### src/dmem_map_params.svh
// Address map, field positions, reset values and sizes of the data memory map.
`ifndef DMEM_MAP_PARAMS_SVH
`define DMEM_MAP_PARAMS_SVH
`define CTRL_WIN_LO 16'h00A0
`define CTRL_WIN_HI 16'h00FF
`define STACK_LO 16'h0100
`define STACK_HI 16'h015F
`define LCD_LO 16'h0F80
`define LCD_HI 16'h0F9A
`define PAGE_SEL_ADDR 8'hCF
`define PAGE_SEL_RESET 3'h1
`define PAGE_SEL_MSB 2
`define TIMER0_ADDR 8'hD1
`define WATCHDOG_ADDR 8'hE8
`define PAGE_CODE_0 3'h0
`define PAGE_CODE_1 3'h1
`define PAGE_CODE_4 3'h4
`define RAM_DEPTH 256
`define STACK_PAGE 8'h01
`define RAM_PAGE1_BASE 8'hA0
`define PAGE_FLAG_ADDR 8'hF4
`endif

### src/dmem_map_pkg.sv
// Types shared by the data memory map.
package dmem_map_pkg;
  typedef enum logic [3:0] {
    RGN_RAM = 4'b0001,
    RGN_CTRL = 4'b0010,
    RGN_STACK = 4'b0100,
    RGN_LCD = 4'b1000
  } region_t;
  typedef enum logic [3:0] {
    ST_IDLE = 4'b0001,
    ST_PUSH = 4'b0010,
    ST_POP = 4'b0100,
    ST_DONE = 4'b1000
  } stk_state_t;
endpackage : dmem_map_pkg

### src/dmem_ram_if.sv
// Interface between the map decoder and its RAM array.
`timescale 1ns/1ps
interface dmem_ram_if;
  logic we;
  logic [7:0] addr;
  logic [7:0] wdata;
  logic [7:0] rdata;
  modport ctrl (output we, output addr, output wdata, input rdata);
  modport mem (input we, input addr, input wdata, output rdata);
endinterface : dmem_ram_if

### src/dmem_map.sv
// Data memory map: region decode, paged user RAM, page select and stack.
// ********************************************************************
// ********************************************************************
//
// Local design decision: the plain strobed port.
`timescale 1ns/1ps
`include "dmem_map_params.svh"
module dmem_map
  import dmem_map_pkg::*;
(
  input wire logic SYS_CLK,
  input wire logic RST_N,
  input wire logic CE,
  input wire logic [15:0] ADDR,
  input wire logic [7:0] WDATA,
  input wire logic WR,
  input wire logic RD,
  output logic [7:0] RDATA,
  input wire logic SET_PAGE_FLAG_INSTR,
  input wire logic CLEAR_PAGE_FLAG_INSTR,
  input wire logic LOAD_SP,
  input wire logic [7:0] SP_DATA,
  input wire logic CALL_REQ,
  input wire logic INT_REQ,
  input wire logic [15:0] RET_PC,
  input wire logic [7:0] FLAGS_IN,
  input wire logic SUBROUTINE_RETURN_INSTR,
  input wire logic INTERRUPT_RETURN_INSTR,
  output logic STACK_BUSY,
  output logic STACK_DONE,
  output logic [15:0] POP_PC,
  output logic [7:0] POP_FLAGS,
  output logic POP_FLAGS_VALID,
  output logic [7:0] STACK_POINTER,
  output logic PAGE_FLAG,
  output logic [3:0] REGION,
  output logic PERIPH_WR,
  output logic PERIPH_RD,
  output logic [7:0] PERIPH_ADDR,
  output logic [7:0] PERIPH_WDATA,
  input wire logic [7:0] PERIPH_RDATA,
  input wire logic PERIPH_HIT,
  input wire logic [7:0] TIMER0_COUNT,
  input wire logic [7:0] TIMER0_CAPTURE_VALUE,
  input wire logic TIMER0_CAPTURE_SEL,
  output logic TIMER0_COMPARE_DATA_WR,
  input wire logic [7:0] WATCHDOG_COUNT_VALUE,
  output logic WATCHDOG_CONTROL_WR,
  output logic LCD_WR,
  output logic [7:0] LCD_ADDR,
  input wire logic [7:0] LCD_RDATA
);
  dmem_ram_if ram ();

  // ******************************************************************
  // Region decode
  // ******************************************************************

  // Classify a 16-bit address; used for bus accesses only, the stack sequencer does not decode.
  function automatic region_t decode(input logic [15:0] a);
    if (a >= `STACK_LO && a <= `STACK_HI) begin
      decode = RGN_STACK;
    end else if (a >= `LCD_LO && a <= `LCD_HI) begin
      decode = RGN_LCD;
    end else if (a >= `CTRL_WIN_LO && a <= `CTRL_WIN_HI) begin
      decode = RGN_CTRL;
    end else begin
      decode = RGN_RAM;
    end
  endfunction : decode

  region_t rgn;
  logic page_hit;
  assign rgn = decode(ADDR);
  assign page_hit = (rgn == RGN_CTRL) && (ADDR[7:0] == `PAGE_SEL_ADDR);

  // ******************************************************************
  // Page flag and page select
  // ******************************************************************
  logic [2:0] page_sel_ff, nxt_page_sel;
  logic flag_ff, nxt_flag;

  // Byte writes and bit read-modify-writes both arrive as a byte write,
  // so the page select stays bit-addressable.
  always_comb begin
    nxt_page_sel = page_sel_ff;
    nxt_flag = flag_ff;
    if (WR && page_hit) begin
      nxt_page_sel = WDATA[`PAGE_SEL_MSB:0];
    end
    if (SET_PAGE_FLAG_INSTR) begin
      nxt_flag = 1'b1;
    end else if (CLEAR_PAGE_FLAG_INSTR) begin
      nxt_flag = 1'b0;
    end
  end

  always_ff @(posedge SYS_CLK or negedge RST_N) begin
    if (!RST_N) begin
      page_sel_ff <= `PAGE_SEL_RESET;
      flag_ff <= 1'b0;
    end else if (CE) begin
      page_sel_ff <= nxt_page_sel;
      flag_ff <= nxt_flag;
    end
  end
  assign PAGE_FLAG = flag_ff;

  // Page 1 sits above page 0 and shares its bytes with the stack; page 4
  // and unassigned codes fold onto page 0 so the stack page stays safe.
  function automatic logic [7:0] ram_index(input logic [2:0] pg,
                                           input logic [7:0] lo);
    unique case (pg)
      `PAGE_CODE_1: ram_index = `RAM_PAGE1_BASE + lo;
      `PAGE_CODE_4: ram_index = lo;
      default: ram_index = lo;
    endcase
  endfunction : ram_index

  logic [2:0] eff_page;
  assign eff_page = (rgn == RGN_STACK) ? `PAGE_CODE_1 :
                    flag_ff ? page_sel_ff : `PAGE_CODE_0;

  // ******************************************************************
  // Stack sequencer
  // ******************************************************************
  stk_state_t st_ff, nxt_st;
  logic [7:0] sp_ff, nxt_sp;
  logic [1:0] cnt_ff, nxt_cnt;
  logic [1:0] last_ff, nxt_last;
  logic push_ff, nxt_push;
  logic irq_ff, nxt_irq;
  logic [7:0] b_ff [3];
  logic [7:0] nxt_b [3];
  logic pend_ff, nxt_pend;

  // Stack bytes for a push: PCH, PCL, then flags for an interrupt.
  function automatic logic [7:0] push_byte(input logic [1:0] i,
                                           input logic [15:0] pc,
                                           input logic [7:0] f);
    unique case (i)
      2'd0: push_byte = pc[15:8];
      2'd1: push_byte = pc[7:0];
      default: push_byte = f;
    endcase
  endfunction : push_byte

  logic stk_we;
  logic [7:0] stk_addr;
  always_comb begin
    nxt_st = st_ff;
    nxt_sp = sp_ff;
    nxt_cnt = cnt_ff;
    nxt_last = last_ff;
    nxt_push = push_ff;
    nxt_irq = irq_ff;
    nxt_b = b_ff;
    nxt_pend = 1'b0;
    stk_we = 1'b0;
    stk_addr = sp_ff;
    if (LOAD_SP) begin
      nxt_sp = SP_DATA;
    end
    unique case (st_ff)
      ST_IDLE: begin
        nxt_cnt = 2'd0;
        if (CALL_REQ || INT_REQ) begin
          nxt_st = ST_PUSH;
          nxt_irq = INT_REQ;
          nxt_last = INT_REQ ? 2'd2 : 2'd1;
          nxt_push = 1'b1;
        end else if (SUBROUTINE_RETURN_INSTR || INTERRUPT_RETURN_INSTR) begin
          nxt_st = ST_POP;
          nxt_irq = INTERRUPT_RETURN_INSTR;
          nxt_last = INTERRUPT_RETURN_INSTR ? 2'd2 : 2'd1;
          nxt_push = 1'b0;
        end
      end
      ST_PUSH: begin
        // Write at the pointer, then step down: pointer names next free.
        stk_we = 1'b1;
        nxt_sp = sp_ff - 8'd1;
        nxt_cnt = cnt_ff + 2'd1;
        if (cnt_ff == last_ff) begin
          nxt_st = ST_DONE;
        end
      end
      ST_POP: begin
        // Step up first, then read; data lands one cycle later.
        stk_addr = sp_ff + 8'd1;
        nxt_sp = sp_ff + 8'd1;
        nxt_pend = 1'b1;
        nxt_cnt = cnt_ff + 2'd1;
        if (cnt_ff == last_ff) begin
          nxt_st = ST_DONE;
        end
      end
      ST_DONE: begin
        if (!pend_ff) begin
          nxt_st = ST_IDLE;
        end
      end
      default: nxt_st = ST_IDLE;
    endcase
    // Pop order is the reverse of push: flags, PCL, PCH.
    if (pend_ff) begin
      nxt_b[last_ff - (cnt_ff - 2'd1)] = ram.rdata;
    end
  end

  always_ff @(posedge SYS_CLK or negedge RST_N) begin
    if (!RST_N) begin
      st_ff <= ST_IDLE;
      cnt_ff <= 2'd0;
      last_ff <= 2'd0;
      push_ff <= 1'b0;
      irq_ff <= 1'b0;
      pend_ff <= 1'b0;
      b_ff <= '{default: 8'h00};
    end else if (CE) begin
      st_ff <= nxt_st;
      cnt_ff <= nxt_cnt;
      last_ff <= nxt_last;
      push_ff <= nxt_push;
      irq_ff <= nxt_irq;
      pend_ff <= nxt_pend;
      b_ff <= nxt_b;
    end
  end

  // The pointer is deliberately not reset; software must load it.
  always_ff @(posedge SYS_CLK) begin
    if (CE) begin
      sp_ff <= nxt_sp;
    end
  end

  assign STACK_BUSY = (st_ff != ST_IDLE);
  assign STACK_DONE = (st_ff == ST_DONE) && !pend_ff;
  assign STACK_POINTER = sp_ff;
  assign POP_PC = {b_ff[0], b_ff[1]};
  assign POP_FLAGS = b_ff[2];
  assign POP_FLAGS_VALID = STACK_DONE && !push_ff && irq_ff;

  // ******************************************************************
  // RAM port and peripheral steering
  // ******************************************************************
  logic ram_wr;
  assign ram_wr = WR && (rgn == RGN_RAM || rgn == RGN_STACK);
  logic [7:0] push_data;
  assign push_data = push_byte(cnt_ff, RET_PC, FLAGS_IN);

  // The stack sequencer owns the RAM while busy; the core stalls then.
  always_comb begin
    if (STACK_BUSY) begin
      ram.we = stk_we;
      ram.addr = ram_index(`PAGE_CODE_1, stk_addr);
      ram.wdata = push_data;
    end else begin
      ram.we = ram_wr;
      ram.addr = ram_index(eff_page, ADDR[7:0]);
      ram.wdata = WDATA;
    end
  end

  dmem_ram #(.DEPTH(`RAM_DEPTH)) u_ram (
    .clk(SYS_CLK),
    .ce(CE),
    .bus(ram.mem)
  );

  // Special shared addresses split reads and writes to different targets.
  logic t0_hit, wd_hit;
  assign t0_hit = (rgn == RGN_CTRL) && (ADDR[7:0] == `TIMER0_ADDR);
  assign wd_hit = (rgn == RGN_CTRL) && (ADDR[7:0] == `WATCHDOG_ADDR);
  assign TIMER0_COMPARE_DATA_WR = WR && t0_hit;
  assign WATCHDOG_CONTROL_WR = WR && wd_hit;
  // Byte-only registers see only whole-byte writes; no bit merge here.
  assign PERIPH_WR = WR && (rgn == RGN_CTRL) && !page_hit;
  assign PERIPH_RD = RD && (rgn == RGN_CTRL);
  assign PERIPH_ADDR = ADDR[7:0];
  assign PERIPH_WDATA = WDATA;
  assign LCD_WR = WR && (rgn == RGN_LCD);
  assign LCD_ADDR = ADDR[7:0];
  assign REGION = rgn;

  // ******************************************************************
  // Read data return
  // ******************************************************************
  region_t rrgn_ff, nxt_rrgn;
  logic [7:0] ctrl_ff, nxt_ctrl;

  // Control-window data is captured at the read; RAM data comes from
  // the registered array port in the following cycle.
  always_comb begin
    nxt_rrgn = rgn;
    nxt_ctrl = 8'h00;
    if (page_hit) begin
      nxt_ctrl = {5'b0_0000, page_sel_ff};
    end else if (t0_hit) begin
      nxt_ctrl = TIMER0_CAPTURE_SEL ? TIMER0_CAPTURE_VALUE
                                    : TIMER0_COUNT;
    end else if (wd_hit) begin
      nxt_ctrl = WATCHDOG_COUNT_VALUE;
    end else if (PERIPH_HIT) begin
      nxt_ctrl = PERIPH_RDATA;
    end
    if (rgn == RGN_LCD) begin
      nxt_ctrl = LCD_RDATA;
    end
  end

  always_ff @(posedge SYS_CLK or negedge RST_N) begin
    if (!RST_N) begin
      rrgn_ff <= RGN_RAM;
      ctrl_ff <= 8'h00;
    end else if (CE) begin
      rrgn_ff <= nxt_rrgn;
      ctrl_ff <= nxt_ctrl;
    end
  end

  assign RDATA = (rrgn_ff == RGN_RAM || rrgn_ff == RGN_STACK) ?
                 ram.rdata : ctrl_ff;
endmodule : dmem_map

### src/dmem_ram.sv
// User RAM array with registered read data.
`timescale 1ns/1ps
module dmem_ram #(
  parameter int DEPTH = 256
) (
  input wire logic clk,
  input wire logic ce,
  dmem_ram_if.mem bus
);
  logic [7:0] mem_ff [DEPTH];
  logic [7:0] rd_ff;
  logic [7:0] nxt_rd;

  // Read port is synchronous so the array maps onto block RAM.
  always_comb begin
    nxt_rd = mem_ff[bus.addr];
  end

  // No reset on the array: user RAM content is undefined at power-up.
  always_ff @(posedge clk) begin
    if (ce) begin
      if (bus.we) begin
        mem_ff[bus.addr] <= bus.wdata;
      end
      rd_ff <= nxt_rd;
    end
  end

  assign bus.rdata = rd_ff;
endmodule : dmem_ram

### config.mk
export PLATFORM = sky130hd
export DESIGN_NAME = dmem_map
export DESIGN_NICKNAME = d
export VERILOG_FILES = /design/src/dmem_map_pkg.sv /design/src/dmem_ram_if.sv /design/src/dmem_map.sv /design/src/dmem_ram.sv
export VERILOG_INCLUDE_DIRS = /design/src /design/src/src
export SDC_FILE = /design/constraint.sdc
export NUM_CORES = 2
export LEC_CHECK = 0
export BUFFER_PORTS_ARGS = -buffer_cell sky130_fd_sc_hd__buf_2
export CORE_ASPECT_RATIO = 0.6
export CORE_MARGIN = 5
export CORE_UTILIZATION = 35
export CTS_BUF_LIST = sky130_fd_sc_hd__clkbuf_2
export DETAILED_ROUTE_END_ITERATION = 8
export PLACE_DENSITY_LB_ADDON = 0.3
export SLEW_MARGIN = 15
export SYNTH_ARGS = -nofsm -noshare
export SYNTH_HDL_FRONTEND = slang
export SYNTH_SLANG_ARGS = --single-unit
### constraint.sdc
create_clock -name SYS_CLK -period 13.5 [get_ports SYS_CLK]
set_clock_uncertainty 0.2 [all_clocks]
set_input_delay 2.7 -clock SYS_CLK [delete_from_list [all_inputs] [get_ports SYS_CLK]]
set_output_delay 2.7 -clock SYS_CLK [all_outputs]
set_load 0.01 [all_outputs]
==> flow_summary.toml <==
[outcome]
status = "complete, no violations"

[synthesis]
yosysMostFrequentCell = "edfxtp_1"
synth.yosys.seq_area_share = 0.729
synth_area_leaders = "edfxtp_1 71%, nand2_1 7.7%, nand3_1 6.0%, mux2i_1 1.6%, nor2_1 1.4%"
synth_top_area_cell = "edfxtp_1"
avgSynthCellArea_sq_um = 12.9
synth_edf_count = 2064
netlist_area_sq_mm = 0.0867
syn_nets = 6853
synth.top_cell.area_share = 0.715
async_flop_share = 0.0237
synth_cell_types = 94
yosysWarnings = 0
synth_seq_cells = 2114
yosys-top-cells-count = "2064 x edfxtp_1, 1777 x nand2_1, 1040 x nand3_1"
syn_inst = 6733
synthFlopType = "edfxtp_1"

[placed_design]
gp_congestion = 0.920
preCtsSetupSlack_ps = 5180
portBuffers = 186
hpwl_um = 179000
dp.cells = 9879
placed_area_sq_mm = 0.0912

[route]
vias = 60100
drt_pass1_iterations = 6
drt_iter0_drc = 9777
wire_per_inst_um = 27.8
drc_errors = 0
drt_wl_total_um = 297000
detail-route-antenna-nets = 0
via_per_inst = 5.63

[floorplan]
die-area_sq_mm = 0.258
fp.dieH_um = 396
rows = 141
ios = 187
die_w_um = 653
initial_core_util = 0.352
coreArea_sq_mm = 0.246

[sta]
slew_violations = 0
max_freq_ghz = 0.119
rsz0062_at_grt = "false"
setup_viol = 0
setup_ws_ps = 5070
finalHoldViolations = 0
period_needed_ps = 8430
tightest_slew_ps = 1370
whs_ps = 306
period_share = 0.624
max_slew_margin = 0.0803
tns_ps = 0

[grt]
grt_max_degree = 197
grt.overflow.total = 0
grtUsageTotal = 0.222
antenna_found_initial = 18
grt_pass1_wl_um = 417000
grt_pass1_vias = 55700

[final_layout]
area_growth_pct = 9.69
nNetsFinal = 7167
stdcell_count = 10700
drive_above_1_share = 0.162
fin_util = 0.386
finish.instance_area_sq_mm = 0.0951

[pwr]
p_total_mw = 22.3
ir_drop_mv = 0.517
power.density_mw_per_mm2 = 234
p_leak_nw = 32.9

[critical_path]
cp.arrival_ps = 5530
end_kind = "output port"
path_cells = "buf_2, nor4_1, nand2_1, nor4b_2, and3_1, and2_1, buf_2"
cp_common_cell = "buf_2"
worst-setup-path-type = "in2out"
required_ps = 10600
slowest_stage = "nor4b_2"
critPathLaunchType = "input pin"
cp_max_fo = 17
critPathMaxStageDelay_ps = 920

[clocking]
cts_root_buffer = "clkbuf_2"
numClockSinks = 2114
ctsHoldBuffers = 0
cts_tree = "yes"
clkLatencyLatePin_ps = 1740
cts-htree-levels = 5
cts_made_buffers = 455
postCtsSetupBuffers = 0
cts_resized = 0
max-clock-path-buffers = 4
clk_pin_slew_ps = 90

[flow_run]
cap_viol_max_count = 0

[min_path]
holdCritPathClass = "reg2reg"
==> cells in the final DEF, fill, tap and decap left out, drive strengths merged, types with 14 or more instances in the layout <==
| cell type | instances |
|---|---|
| nor4 | 23 |
| nand2 | 1779 |
| a32oi | 30 |
| nor3 | 39 |
| mux2 | 59 |
| a311oi | 51 |
| o22ai | 26 |
| clkinv | 83 |
| buf | 323 |
| inv | 22 |
| nand4 | 40 |
| a21oi | 146 |
| diode | 14 |
| nand3 | 1040 |
| o21ai | 50 |
| nor2 | 332 |
| clkbuf | 683 |
| and3 | 63 |
| a31oi | 54 |
| a211oi | 15 |
| a22oi | 23 |
| edfxtp | 2064 |
| mux4 | 37 |
| dfrtp | 47 |
| mux2i | 136 |
==> worst max-delay path, delay by kind of cell <==
kind	cells	cell delay, ps
simple gates	5	2600
buf+inv	2	220
==> power by group <==
group          internal [mW]  leakage (nW)  switching (mW)
clock network           1.38          3.04            2.58
logic                   1.93          10.7            7.30
registers               8.98          19.2          0.0929
total                   12.3          32.9            9.97
==> area by class of cell <==
class	instances	area [sq um]
fillers	23600	151000
flip-flops and latches	2114	63200
multi-input cells	4136	21600
well taps	3289	4120
clock buffers	683	3420
repair buffers	323	2210
clock inverters	94	453
inverters	17	66.3
diodes	14	35.0
==> state kept, by name (all words and copies together) (netlist names), 3 cells and up <==
| name | count |
|---|---|
| rrgn_ff | 4 |
| STACK_POINTER | 8 |
| POP_PC | 16 |
| u_ram.mem_ff | 2048 |
| ctrl_ff | 8 |
| page_sel_ff | 3 |
| u_ram.bus.rdata | 8 |
| POP_FLAGS | 8 |
| st_ff | 4 |
==> worst paths after layout <==
kind | slack (ps) | start | endpoint | depth (start not counted)
worst max-delay path | 5070 | ADDR[12] | WATCHDOG_CONTROL_WR | 7
worst min register to register | 310 | push_ff | push_ff | 2
worst min-delay path | 310 | push_ff | push_ff | 2
min in group asynchronous | 870 | RST_N | st_ff[3] | 2
worst max register to register | 6500 | st_ff[3] | u_ram.bus.rdata[5] | 15
max in group asynchronous | 11670 | RST_N | PAGE_FLAG | 2
==> kinds of logic after synthesis <==
group                      Yosys count  synth area share
and+or+nand+nor                   3371             0.168
adders and majority gates           10           0.00144
AOI/OAI and AO/OA                  514            0.0410
xor gates and xnor gates             9          0.000909
DFF                               2114             0.729
muxes                              232            0.0330
buffers and inverters              483            0.0259
==> routing by layer <==
metal | routed length, um | global-route usage
met5 | 253 | 0.00704
met4 | 5770 | 0.0505
met3 | 49300 | 0.107
met2 | 112000 | 0.274
met1 | 129000 | 0.341
No activity file was read; power rests on OpenSTA's default activity.
